==> src/hdi_i2c_map.vh <==
// Constants for the haptic driver register port.
`ifndef HDI_I2C_MAP_VH
`define HDI_I2C_MAP_VH
// Bus addresses chosen by the select pin.
`define HDI_ADDR_ONE      7'h54
`define HDI_ADDR_TWO      7'h40
`define HDI_DEBUG_FLIP    7'h01
// Identity values are arbitrary.
`define HDI_PRODUCT       16'h5a5a
`define HDI_MAJOR         16'h0001
`define HDI_MINOR         16'h0000
// Register offsets.
`define HDI_OFS_PRODUCT   16'h0000
`define HDI_OFS_MAJOR     16'h0002
`define HDI_OFS_MINOR     16'h0004
`define HDI_OFS_STATUS    16'h1000
`define HDI_OFS_SETTINGS  16'h2000
`define HDI_OFS_THERMAL   16'h2001
`define HDI_OFS_CONTROL   16'h2002
`define HDI_OFS_HAPTIC    16'h2003
`define HDI_OFS_BRIDGE    16'h3000
`define HDI_OFS_PULSE     16'h3002
`define HDI_OFS_FREQ      16'h3004
`define HDI_OFS_TRACK     16'h3006
`define HDI_OFS_SHAPE     16'h3007
`define HDI_OFS_HIGH      16'h0001
// Reset values.
`define HDI_RST_SETTINGS  8'h22
`define HDI_RST_THERMAL   8'h1a
`define HDI_RST_BRIDGE    16'h353e
`define HDI_RST_PULSE     16'h4e20
`define HDI_RST_FREQ      16'h00aa
`define HDI_RST_TRACK     8'h50
`define HDI_RST_SHAPE     8'hc0
`define HDI_UNMAPPED      8'hee
// Field positions.
`define HDI_BIT_RECAL     2
`define HDI_BIT_TRIGGER   0
`define HDI_BIT_STOP      1
`define HDI_BIT_ACK_RST   0
`define HDI_BIT_SOFT_RST  1
// Timing.
`define HDI_CLK_MHZ       40
`define HDI_STRETCH_US    20
`define HDI_DEEP_US       450
`endif

==> src/hdi_sync.v <==
// Two-stage synchroniser for pin inputs.
`timescale 1ns/10ps
`default_nettype none
module hdi_sync #(
  parameter WIDTH = 3
) (
  input  wire             i_clk_sys,
  input  wire             i_rst,
  input  wire [WIDTH-1:0] i_async,
  output reg  [WIDTH-1:0] o_sync
);
  reg [WIDTH-1:0] meta;

  always @(posedge i_clk_sys)
  begin
    if (i_rst)
    begin
      meta   <= {WIDTH{1'b1}};
      o_sync <= {WIDTH{1'b1}};
    end
    else
    begin
      meta   <= i_async;
      o_sync <= meta;
    end
  end
endmodule
`default_nettype wire

==> src/hdi_recal.v <==
// Recalibration advisory flag with frequency drift check.
`timescale 1ns/10ps
`default_nettype none
module hdi_recal (
  input  wire        i_clk_sys,
  input  wire        i_rst,
  input  wire        i_wave_done,
  input  wire [15:0] i_freq_start,
  input  wire [15:0] i_freq_end,
  input  wire        i_clear,
  output reg         o_flag
);
  wire [15:0] diff;
  wire [17:0] diff_x4;
  wire        drift;

  assign diff = (i_freq_end > i_freq_start) ? i_freq_end - i_freq_start
                                            : i_freq_start - i_freq_end;
  assign diff_x4 = {diff, 2'b00};
  assign drift = diff_x4 > {2'b00, i_freq_start};

  always @(posedge i_clk_sys)
  begin
    if (i_rst)
      o_flag <= 1'b0;
    else if (i_wave_done && drift)
      o_flag <= 1'b1;
    else if (i_clear)
      o_flag <= 1'b0;
  end
endmodule
`default_nettype wire

==> src/hdi_i2c_port.v <==
// I2C target port and register map of the haptic driver.
// Notes on behaviour
// - Flag sets when end frequency differs from start by over 25 percent.
// - Any bus write to the drive frequency register clears the flag unless a large drift sets it in the same cycle.
// - Sixteen-bit byte addresses, one data byte per address.
// - Wide registers sit low byte first at aligned addresses.
// - Bit rates up to 1 Mbit/s; addressing accepted at any time.
// - Select pin low picks first address, high picks second.
// - Primary address with its low bit flipped is also acknowledged.
// - Bytes flow from the pointer while the host acknowledges each.
// - Unmapped addresses read as 0xee.
// - Write: address, two pointer bytes, data; every byte acknowledged.
// - Writes to unmapped addresses are dropped.
// - In deep sleep the clock is held up to 450 us after address.
// - Otherwise stretching lasts 20 us.
// - The flag is bit 2 of the status register.
`timescale 1ns/10ps
`default_nettype none
`include "hdi_i2c_map.vh"
module hdi_i2c_port #(
  parameter [14:0] P_DEEP_STRETCH_CYC = `HDI_DEEP_US * `HDI_CLK_MHZ
) (
  // Clock and reset.
  input  wire        i_clk_sys,
  input  wire        i_rst,
  // Bus pins.
  input  wire        i_scl,
  output reg         o_scl_out,
  output reg         o_scl_oe,
  input  wire        i_sda,
  output reg         o_sda_out,
  output reg         o_sda_oe,
  input  wire        i_addr_sel,
  // Haptic engine status.
  input  wire        i_wave_done,
  input  wire [15:0] i_freq_start,
  input  wire [15:0] i_freq_end,
  input  wire        i_freq_upd,
  input  wire [15:0] i_freq_meas,
  input  wire        i_haptics_active,
  input  wire        i_deep_sleep_state,
  input  wire        i_over_temp,
  input  wire        i_over_cur,
  input  wire        i_reset_flag,
  // Configuration to the engine.
  output reg  [7:0]  o_system_settings,
  output reg  [7:0]  o_thermal_limit_settings,
  output reg  [15:0] o_bridge_setup,
  output reg  [15:0] o_pulse_rate_setting,
  output reg  [15:0] o_resonant_drive_frequency,
  output reg  [7:0]  o_resonance_tracking_setup,
  output reg  [7:0]  o_waveform_shape,
  // Command pulses and flag.
  output reg         o_trigger_pulse,
  output reg         o_stop_pulse,
  output reg         o_soft_reset_pulse,
  output reg         o_ack_reset_pulse,
  output wire        o_recal_flag
);
  localparam [14:0] NORM_CYC = `HDI_STRETCH_US * `HDI_CLK_MHZ;
  localparam [2:0] ST_IDLE  = 3'h0;
  localparam [2:0] ST_ADDR  = 3'h1;
  localparam [2:0] ST_RA_HI = 3'h2;
  localparam [2:0] ST_RA_LO = 3'h3;
  localparam [2:0] ST_WDATA = 3'h4;
  localparam [2:0] ST_RDATA = 3'h5;
  localparam [15:0] ID_PRODUCT = `HDI_PRODUCT;
  localparam [15:0] ID_MAJOR   = `HDI_MAJOR;
  localparam [15:0] ID_MINOR   = `HDI_MINOR;
  localparam [15:0] OFS_FREQ   = `HDI_OFS_FREQ;

  wire [2:0]  pin_s;
  reg         scl_q;
  reg         sda_q;
  reg         sel;
  reg  [2:0]  state;
  reg  [3:0]  bitcnt;
  reg  [7:0]  shift;
  reg  [7:0]  rdbuf;
  reg  [15:0] ptr;
  reg  [14:0] stretch_cnt;
  reg         wr_stb;
  reg  [15:0] wr_addr;
  reg  [7:0]  wr_data;
  reg  [7:0]  rd_byte;
  wire [6:0]  prim;
  wire        match;
  wire        scl_rise;
  wire        scl_fall;
  wire        start_c;
  wire        stop_c;
  wire        freq_wr;
  wire [7:0]  status;

  // Pins pass two flops before use.
  hdi_sync #(
    .WIDTH (3)
  ) u_sync (
    .i_clk_sys (i_clk_sys),
    .i_rst     (i_rst),
    .i_async   ({i_addr_sel, i_sda, i_scl}),
    .o_sync    (pin_s)
  );

  hdi_recal u_recal (
    .i_clk_sys    (i_clk_sys),
    .i_rst        (i_rst),
    .i_wave_done  (i_wave_done),
    .i_freq_start (i_freq_start),
    .i_freq_end   (i_freq_end),
    .i_clear      (freq_wr),
    .o_flag       (o_recal_flag)
  );

  assign scl_rise = pin_s[0] & ~scl_q;
  assign scl_fall = ~pin_s[0] & scl_q;
  assign start_c  = pin_s[0] & scl_q & sda_q & ~pin_s[1];
  assign stop_c   = pin_s[0] & scl_q & ~sda_q & pin_s[1];

  assign prim = sel ? `HDI_ADDR_TWO : `HDI_ADDR_ONE;
  assign match = (shift[7:1] == prim) ||
                 (shift[7:1] == (prim ^ `HDI_DEBUG_FLIP));

  assign freq_wr = wr_stb && (wr_addr[15:1] == OFS_FREQ[15:1]);

  assign status = {2'b00, i_over_temp, i_over_cur, i_deep_sleep_state,
                   o_recal_flag, i_haptics_active, i_reset_flag};

  always @*
  begin
    rd_byte = `HDI_UNMAPPED;
    case (ptr)
      `HDI_OFS_PRODUCT:                 rd_byte = ID_PRODUCT[7:0];
      `HDI_OFS_PRODUCT + `HDI_OFS_HIGH: rd_byte = ID_PRODUCT[15:8];
      `HDI_OFS_MAJOR:                   rd_byte = ID_MAJOR[7:0];
      `HDI_OFS_MAJOR + `HDI_OFS_HIGH:   rd_byte = ID_MAJOR[15:8];
      `HDI_OFS_MINOR:                   rd_byte = ID_MINOR[7:0];
      `HDI_OFS_MINOR + `HDI_OFS_HIGH:   rd_byte = ID_MINOR[15:8];
      `HDI_OFS_STATUS:                  rd_byte = status;
      `HDI_OFS_SETTINGS:                rd_byte = o_system_settings;
      `HDI_OFS_THERMAL:                 rd_byte = o_thermal_limit_settings;
      `HDI_OFS_CONTROL:                 rd_byte = 8'h00;
      `HDI_OFS_HAPTIC:                  rd_byte = 8'h00;
      `HDI_OFS_BRIDGE:                  rd_byte = o_bridge_setup[7:0];
      `HDI_OFS_BRIDGE + `HDI_OFS_HIGH:  rd_byte = o_bridge_setup[15:8];
      `HDI_OFS_PULSE:                   rd_byte = o_pulse_rate_setting[7:0];
      `HDI_OFS_PULSE + `HDI_OFS_HIGH:   rd_byte = o_pulse_rate_setting[15:8];
      `HDI_OFS_FREQ:
        rd_byte = o_resonant_drive_frequency[7:0];
      `HDI_OFS_FREQ + `HDI_OFS_HIGH:
        rd_byte = o_resonant_drive_frequency[15:8];
      `HDI_OFS_TRACK:                   rd_byte = o_resonance_tracking_setup;
      `HDI_OFS_SHAPE:                   rd_byte = o_waveform_shape;
      default:                          rd_byte = `HDI_UNMAPPED;
    endcase
  end

  // Serial protocol engine.
  always @(posedge i_clk_sys)
  begin
    if (i_rst)
    begin
      scl_q       <= 1'b1;
      sda_q       <= 1'b1;
      sel         <= 1'b0;
      state       <= ST_IDLE;
      bitcnt      <= 4'h0;
      shift       <= 8'h00;
      rdbuf       <= 8'h00;
      ptr         <= 16'h0000;
      stretch_cnt <= 15'h0000;
      wr_stb      <= 1'b0;
      wr_addr     <= 16'h0000;
      wr_data     <= 8'h00;
      o_sda_oe    <= 1'b0;
      o_sda_out   <= 1'b0;
      o_scl_oe    <= 1'b0;
      o_scl_out   <= 1'b0;
    end
    else
    begin
      scl_q  <= pin_s[0];
      sda_q  <= pin_s[1];
      sel    <= pin_s[2];
      wr_stb <= 1'b0;
      if (stretch_cnt != 15'h0000)
        stretch_cnt <= stretch_cnt - 15'h0001;
      if (stretch_cnt == 15'h0001)
        o_scl_oe <= 1'b0;
      if (start_c)
      begin
        state    <= ST_ADDR;
        // The clock fall that closes the start wraps the count to zero.
        bitcnt   <= 4'hf;
        o_sda_oe <= 1'b0;
      end
      else if (stop_c)
      begin
        state    <= ST_IDLE;
        o_sda_oe <= 1'b0;
      end
      else if (state != ST_IDLE && scl_rise)
      begin
        if (bitcnt < 4'h8)
          shift <= {shift[6:0], pin_s[1]};
        else if (state == ST_RDATA && pin_s[1])
          state <= ST_IDLE;
      end
      else if (state != ST_IDLE && scl_fall)
      begin
        if (bitcnt == 4'h7)
        begin
          bitcnt   <= 4'h8;
          o_sda_oe <= (state != ST_RDATA);
          case (state)
            ST_ADDR:
            begin
              if (!match)
              begin
                state    <= ST_IDLE;
                o_sda_oe <= 1'b0;
              end
            end
            ST_RA_HI:
              ptr[15:8] <= shift;
            ST_RA_LO:
              ptr[7:0] <= shift;
            ST_WDATA:
            begin
              wr_stb  <= 1'b1;
              wr_addr <= ptr;
              wr_data <= shift;
              ptr     <= ptr + 16'h0001;
            end
            default:
              o_sda_oe <= 1'b0;
          endcase
        end
        else if (bitcnt == 4'h8)
        begin
          bitcnt   <= 4'h0;
          o_sda_oe <= 1'b0;
          case (state)
            ST_ADDR:
            begin
              o_scl_oe    <= 1'b1;
              stretch_cnt <= i_deep_sleep_state ? P_DEEP_STRETCH_CYC
                                                : NORM_CYC;
              if (shift[0])
              begin
                state    <= ST_RDATA;
                o_sda_oe <= ~rd_byte[7];
                rdbuf    <= {rd_byte[6:0], 1'b0};
                ptr      <= ptr + 16'h0001;
              end
              else
                state <= ST_RA_HI;
            end
            ST_RA_HI:
              state <= ST_RA_LO;
            ST_RA_LO:
              state <= ST_WDATA;
            ST_WDATA:
              state <= ST_WDATA;
            ST_RDATA:
            begin
              o_sda_oe <= ~rd_byte[7];
              rdbuf    <= {rd_byte[6:0], 1'b0};
              ptr      <= ptr + 16'h0001;
            end
            default:
              state <= ST_IDLE;
          endcase
        end
        else
        begin
          bitcnt <= bitcnt + 4'h1;
          if (state == ST_RDATA)
          begin
            o_sda_oe <= ~rdbuf[7];
            rdbuf    <= {rdbuf[6:0], 1'b0};
          end
        end
      end
    end
  end

  // Register file and command pulses.
  always @(posedge i_clk_sys)
  begin
    if (i_rst)
    begin
      o_system_settings          <= `HDI_RST_SETTINGS;
      o_thermal_limit_settings   <= `HDI_RST_THERMAL;
      o_bridge_setup             <= `HDI_RST_BRIDGE;
      o_pulse_rate_setting       <= `HDI_RST_PULSE;
      o_resonant_drive_frequency <= `HDI_RST_FREQ;
      o_resonance_tracking_setup <= `HDI_RST_TRACK;
      o_waveform_shape           <= `HDI_RST_SHAPE;
      o_trigger_pulse            <= 1'b0;
      o_stop_pulse               <= 1'b0;
      o_soft_reset_pulse         <= 1'b0;
      o_ack_reset_pulse          <= 1'b0;
    end
    else
    begin
      o_trigger_pulse    <= 1'b0;
      o_stop_pulse       <= 1'b0;
      o_soft_reset_pulse <= 1'b0;
      o_ack_reset_pulse  <= 1'b0;
      if (i_freq_upd)
        o_resonant_drive_frequency <= i_freq_meas;
      if (wr_stb)
      begin
        case (wr_addr)
          `HDI_OFS_SETTINGS:
            o_system_settings <= wr_data;
          `HDI_OFS_THERMAL:
            o_thermal_limit_settings <= wr_data;
          `HDI_OFS_CONTROL:
          begin
            o_soft_reset_pulse <= wr_data[`HDI_BIT_SOFT_RST];
            o_ack_reset_pulse  <= wr_data[`HDI_BIT_ACK_RST];
          end
          `HDI_OFS_HAPTIC:
          begin
            o_trigger_pulse <= wr_data[`HDI_BIT_TRIGGER];
            o_stop_pulse    <= wr_data[`HDI_BIT_STOP];
          end
          `HDI_OFS_BRIDGE:
            o_bridge_setup[7:0] <= wr_data;
          `HDI_OFS_BRIDGE + `HDI_OFS_HIGH:
            o_bridge_setup[15:8] <= wr_data;
          `HDI_OFS_PULSE:
            o_pulse_rate_setting[7:0] <= wr_data;
          `HDI_OFS_PULSE + `HDI_OFS_HIGH:
            o_pulse_rate_setting[15:8] <= wr_data;
          `HDI_OFS_FREQ:
            o_resonant_drive_frequency[7:0] <= wr_data;
          `HDI_OFS_FREQ + `HDI_OFS_HIGH:
            o_resonant_drive_frequency[15:8] <= wr_data;
          `HDI_OFS_TRACK:
            o_resonance_tracking_setup <= wr_data;
          `HDI_OFS_SHAPE:
            o_waveform_shape <= wr_data;
          default:
            o_waveform_shape <= o_waveform_shape;
        endcase
      end
    end
  end
endmodule
`default_nettype wire

==> config.mk <==
export PLATFORM = sky130hd
export DESIGN_NAME = hdi_i2c_port
export DESIGN_NICKNAME = d
export VERILOG_FILES = /design/src/hdi_sync.v /design/src/hdi_recal.v /design/src/hdi_i2c_port.v
export VERILOG_INCLUDE_DIRS = /design/src
export SDC_FILE = /design/constraint.sdc
export NUM_CORES = 1
export LEC_CHECK = 0
export ABC_AREA = 1
export BUFFER_PORTS_ARGS = -buffer_cell sky130_fd_sc_hd__clkbuf_2
export CAP_MARGIN = 5
export CORE_UTILIZATION = 45
export DETAILED_ROUTE_END_ITERATION = 8
export PLACE_DENSITY_LB_ADDON = 0.15
export SYNTH_ARGS = -nofsm -noshare
export SYNTH_HDL_FRONTEND = slang
export SYNTH_SLANG_ARGS = --single-unit
export TNS_END_PERCENT = 10
==> constraint.sdc <==
create_clock -name i_clk_sys -period 3 [get_ports i_clk_sys]
set_input_delay 0.15 -clock i_clk_sys [delete_from_list [all_inputs] [get_ports i_clk_sys]]
set_output_delay 0.15 -clock i_clk_sys [all_outputs]
set_load 0.005 [all_outputs]
==> results.md <==
- Critical Path Sink Type: register
- Syn_area_per_cell: 6.62 µm²
- Fin Clk Skew: 0.0204 ns
- Iter 0 DRT Violations: 970
- Synth Area in Compound Gates: 0.192
- Post-Synthesis Cells: 1626
- Site Rows: 56
- Synth unique cells: 54
- Hold Crit Start: i_freq_meas[5]
- Crit-path slowest cell: ha_1
- N_diodes: 0
- Initial Util: 0.459
- First-pass GRT wire length: ~55 mm
- Yosys top cell area share: 0.323
- Final Hold Viols: 0
- Register area share after synthesis: 0.323
- DP Worst Slack: -0.208 ns
- Worst-path clk slew: 0.06 ns
- Routed wire length: 36.3 mm
- Vias in the first global route: 10400
- Most used cell, CP: nand2_1
- CTS Root Buffer Type: clkbuf_16
- Setup bufs post-CTS: 0
- Peak supply drop: 0.000328 V
- Die height: 157 µm
- Worst hold slack: 0.00729 ns
- Worst hold stages: 3
- Fraction of final layout cells with drive strength greater than 1: 0.181
- Most used flip-flop cell after synthesis: dfxtp_1
- TritonCTS clock tree: yes
- Asr flop ratio synth: 0
- Hold WC Path Type: in2reg
- Die width: 157 µm
- Simple-Gate Fraction of Synth Area: 0.289
- Antenna-violating nets left: 0
- Total power: 6.13 mW
- Post-synth top area cell: dfxtp_1
- Routed vias/inst: 5.30
- Gr usage total: 0.297
- Core area: 23500 µm²
- Crit path kind: in2reg
- Mux share of post-synthesis cell area: 0.00616
- Worst path required time: 3.29 ns
- Port Buf Inserts: roughly 150
- Initial antenna violation count: 1
- Most frequent cell after synthesis: nand2_1
- Pin count of the biggest net entering global routing: 80
- Crit path DAT: between 2 and 3 ns
- Ys Warns: 0
- Period utilization: 0.879
- Top cells by area, synth: dfxtp_1 32%, nand2_1 12%, inv_1 7.8%
- Crit path time final: 2.64 ns
- CTS max path bufs: 2
- DRC errors left: 0
- Final WS setup: 0.363 ns
- RePlAce Congestion: between 0.9 and 1
- Worst path max stage delay: ~0.33 ns
- Max FO, Critical Path: 7
- Max Slew Vio Count: 0
- Worst slew pin tran: between 0.8 and 0.9 ns
- CTS sink count: 174
- Rel. slew slack: 0.407
- Count of final setup violators: 0
- Synth Area in Adders: 0.0665
- # IOs: 149
- Commonest cells in the netlist: 334 x nand2_1, 223 x inv_1, 174 x dfxtp_1
- Fin nets: 1941
- Run status: finished, final reports clean
- Worst R2R Path Depth: 12
- H-tree level count: 4
- Area Growth Syn to Fin: 20.6%
- Clock latency on the worst-skew pair: 0.45 ns
- Full die area: 24600 µm²
- Worst r2r dst: rdbuf[2]
- Fmax: between 300 and 400 MHz
- Post-synth EDFFs: 0
- Drt pass-1 iters: 5
- Worst r2r src: ptr[7]
- Detailed-route via count: 11400
- Yosys reg bits: 174
- Startpoint Class: primary input
- Inserted Clock Buffers: 17
- Xor/xnor share of the synthesized area: 0.0179
- Syn Std Cell Area: 10800 µm²
- Pwr dens: roughly 470 nW/µm²
- HPWL Detailed: 28.7 mm
- Leakage Power: 6.27 nW
- Hold Path Sink: o_resonant_drive_frequency[5]
- Total grt overflow: 0
- Largest family of logic cells by synthesized area: simple AND/OR/NAND/NOR gates
- Slack of the worst reg-to-reg path: 0.53 ns
- Number of max-cap violations: 0
- Avg WL per Cell: 16.8 µm
==> report_power, final <==
group | internal (mW) | switching (mW) | total [mW] | leakage (nW)
Combinational | 0.529 | 0.752 | 1.28 | 4.55
Sequential | 2.39 | 0.0628 | 2.46 | 1.41
Clock | 1.38 | 1.01 | 2.40 | 0.311
==> cell families after synthesis <==
group / count (synthesis)
AOI/OAI and AO/OA: 376
xor gates and xnor gates: 22
adders and majority gates: 56
buffers and inverters: 289
DFF: 174
muxes: 6
other: 1
and+or+nand+nor: 702
==> layout make-up <==
type / count / area [µm²]
fill: 2369 / 10500
inverter: 240 / 903
timing repair buffer: 228 / 1370
tap: 319 / 399
clock buffer: 20 / 457
sequential: 174 / 3480
clock inverter: 12 / 173
multi-input combinational: 1164 / 6200
==> placed cells by master, fill, tap and decap left out, types with 20 or more instances in the layout <==
cell type | netlist | layout
nand2_1 | 334 | 334
inv_1 | 223 | 222
dfxtp_1 | 174 | 174
a21oi_1 | 163 | 162
nor2_1 | 153 | 151
clkbuf_2 | 0 | 146
o21ai_0 | 143 | 142
nand3_1 | 107 | 106
buf_4 | 6 | 77
ha_1 | 54 | 54
nor3_1 | 27 | 27
o211ai_1 | 26 | 26
nand4_1 | 25 | 25
nor2_2 | 18 | 20
==> state kept, by name (all words and copies together), names as in the netlist, 15 cells and up <==
signal                      flops
o_bridge_setup                 16
o_resonant_drive_frequency     16
wr_addr                        16
ptr                            16
stretch_cnt                    15
o_pulse_rate_setting           16
==> metal layers <==
layer,vias to the layer above,wire length (µm),global-route usage
li1,5749,-,-
met1,5217,15600,0.360
met2,368,16900,0.502
met3,87,2290,0.0598
met4,2,1470,0.141
met5,-,10,0
==> what timing repair did <==
| item | CTS | global route |
|---|---|---|
| endpoints found under the setup margin | 0 | 1 |
| hold buffers | 4 | 0 |
| hold endpoints to repair | 4 | 0 |
| gates resized for setup | 0 | 11 |
==> how the worst max path moves through the flow <==
stage / startpoint / to / slack (ns) / depth (start not counted)
floorplan: i_freq_end[0] / u_recal.o_flag / 0.17 / 29
global route: i_freq_start[3] / u_recal.o_flag / -0.003 / 29
CTS: i_freq_end[0] / u_recal.o_flag / 0.23 / 30
finish: i_freq_start[13] / u_recal.o_flag / 0.36 / 28
global placement: i_freq_end[0] / u_recal.o_flag / -0.16 / 30
detailed placement: i_freq_end[0] / u_recal.o_flag / -0.21 / 30
==> per-stage QoR <==
step / instances / setup TNS [ns] / util / instance area, µm²
5_1_grt: 2157 / -0.00270 / 0.553 / 13000
3_5_place_dp: 2121 / -0.208 / 0.523 / 12300
6_report: 2157 / 0 / 0.553 / 13000
2_1_floorplan: 1627 / 0 / - / 10800
4_1_cts: 2157 / 0 / 0.551 / 12900
3_3_place_gp: 2121 / -0.163 / 0.523 / 12300
==> critical path, delay by kind of cell <==
family / cells / cell delay, ns
adder cells (fa/ha/maj): 2 / 0.61
AND/OR/NAND/NOR: 18 / 1.37
AO/OA/AOI/OAI: 2 / 0.23
buffers and inverters: 5 / 0.40
XOR/XNOR: 1 / 0.16
Note: power is estimated with default switching activity, not from simulation.
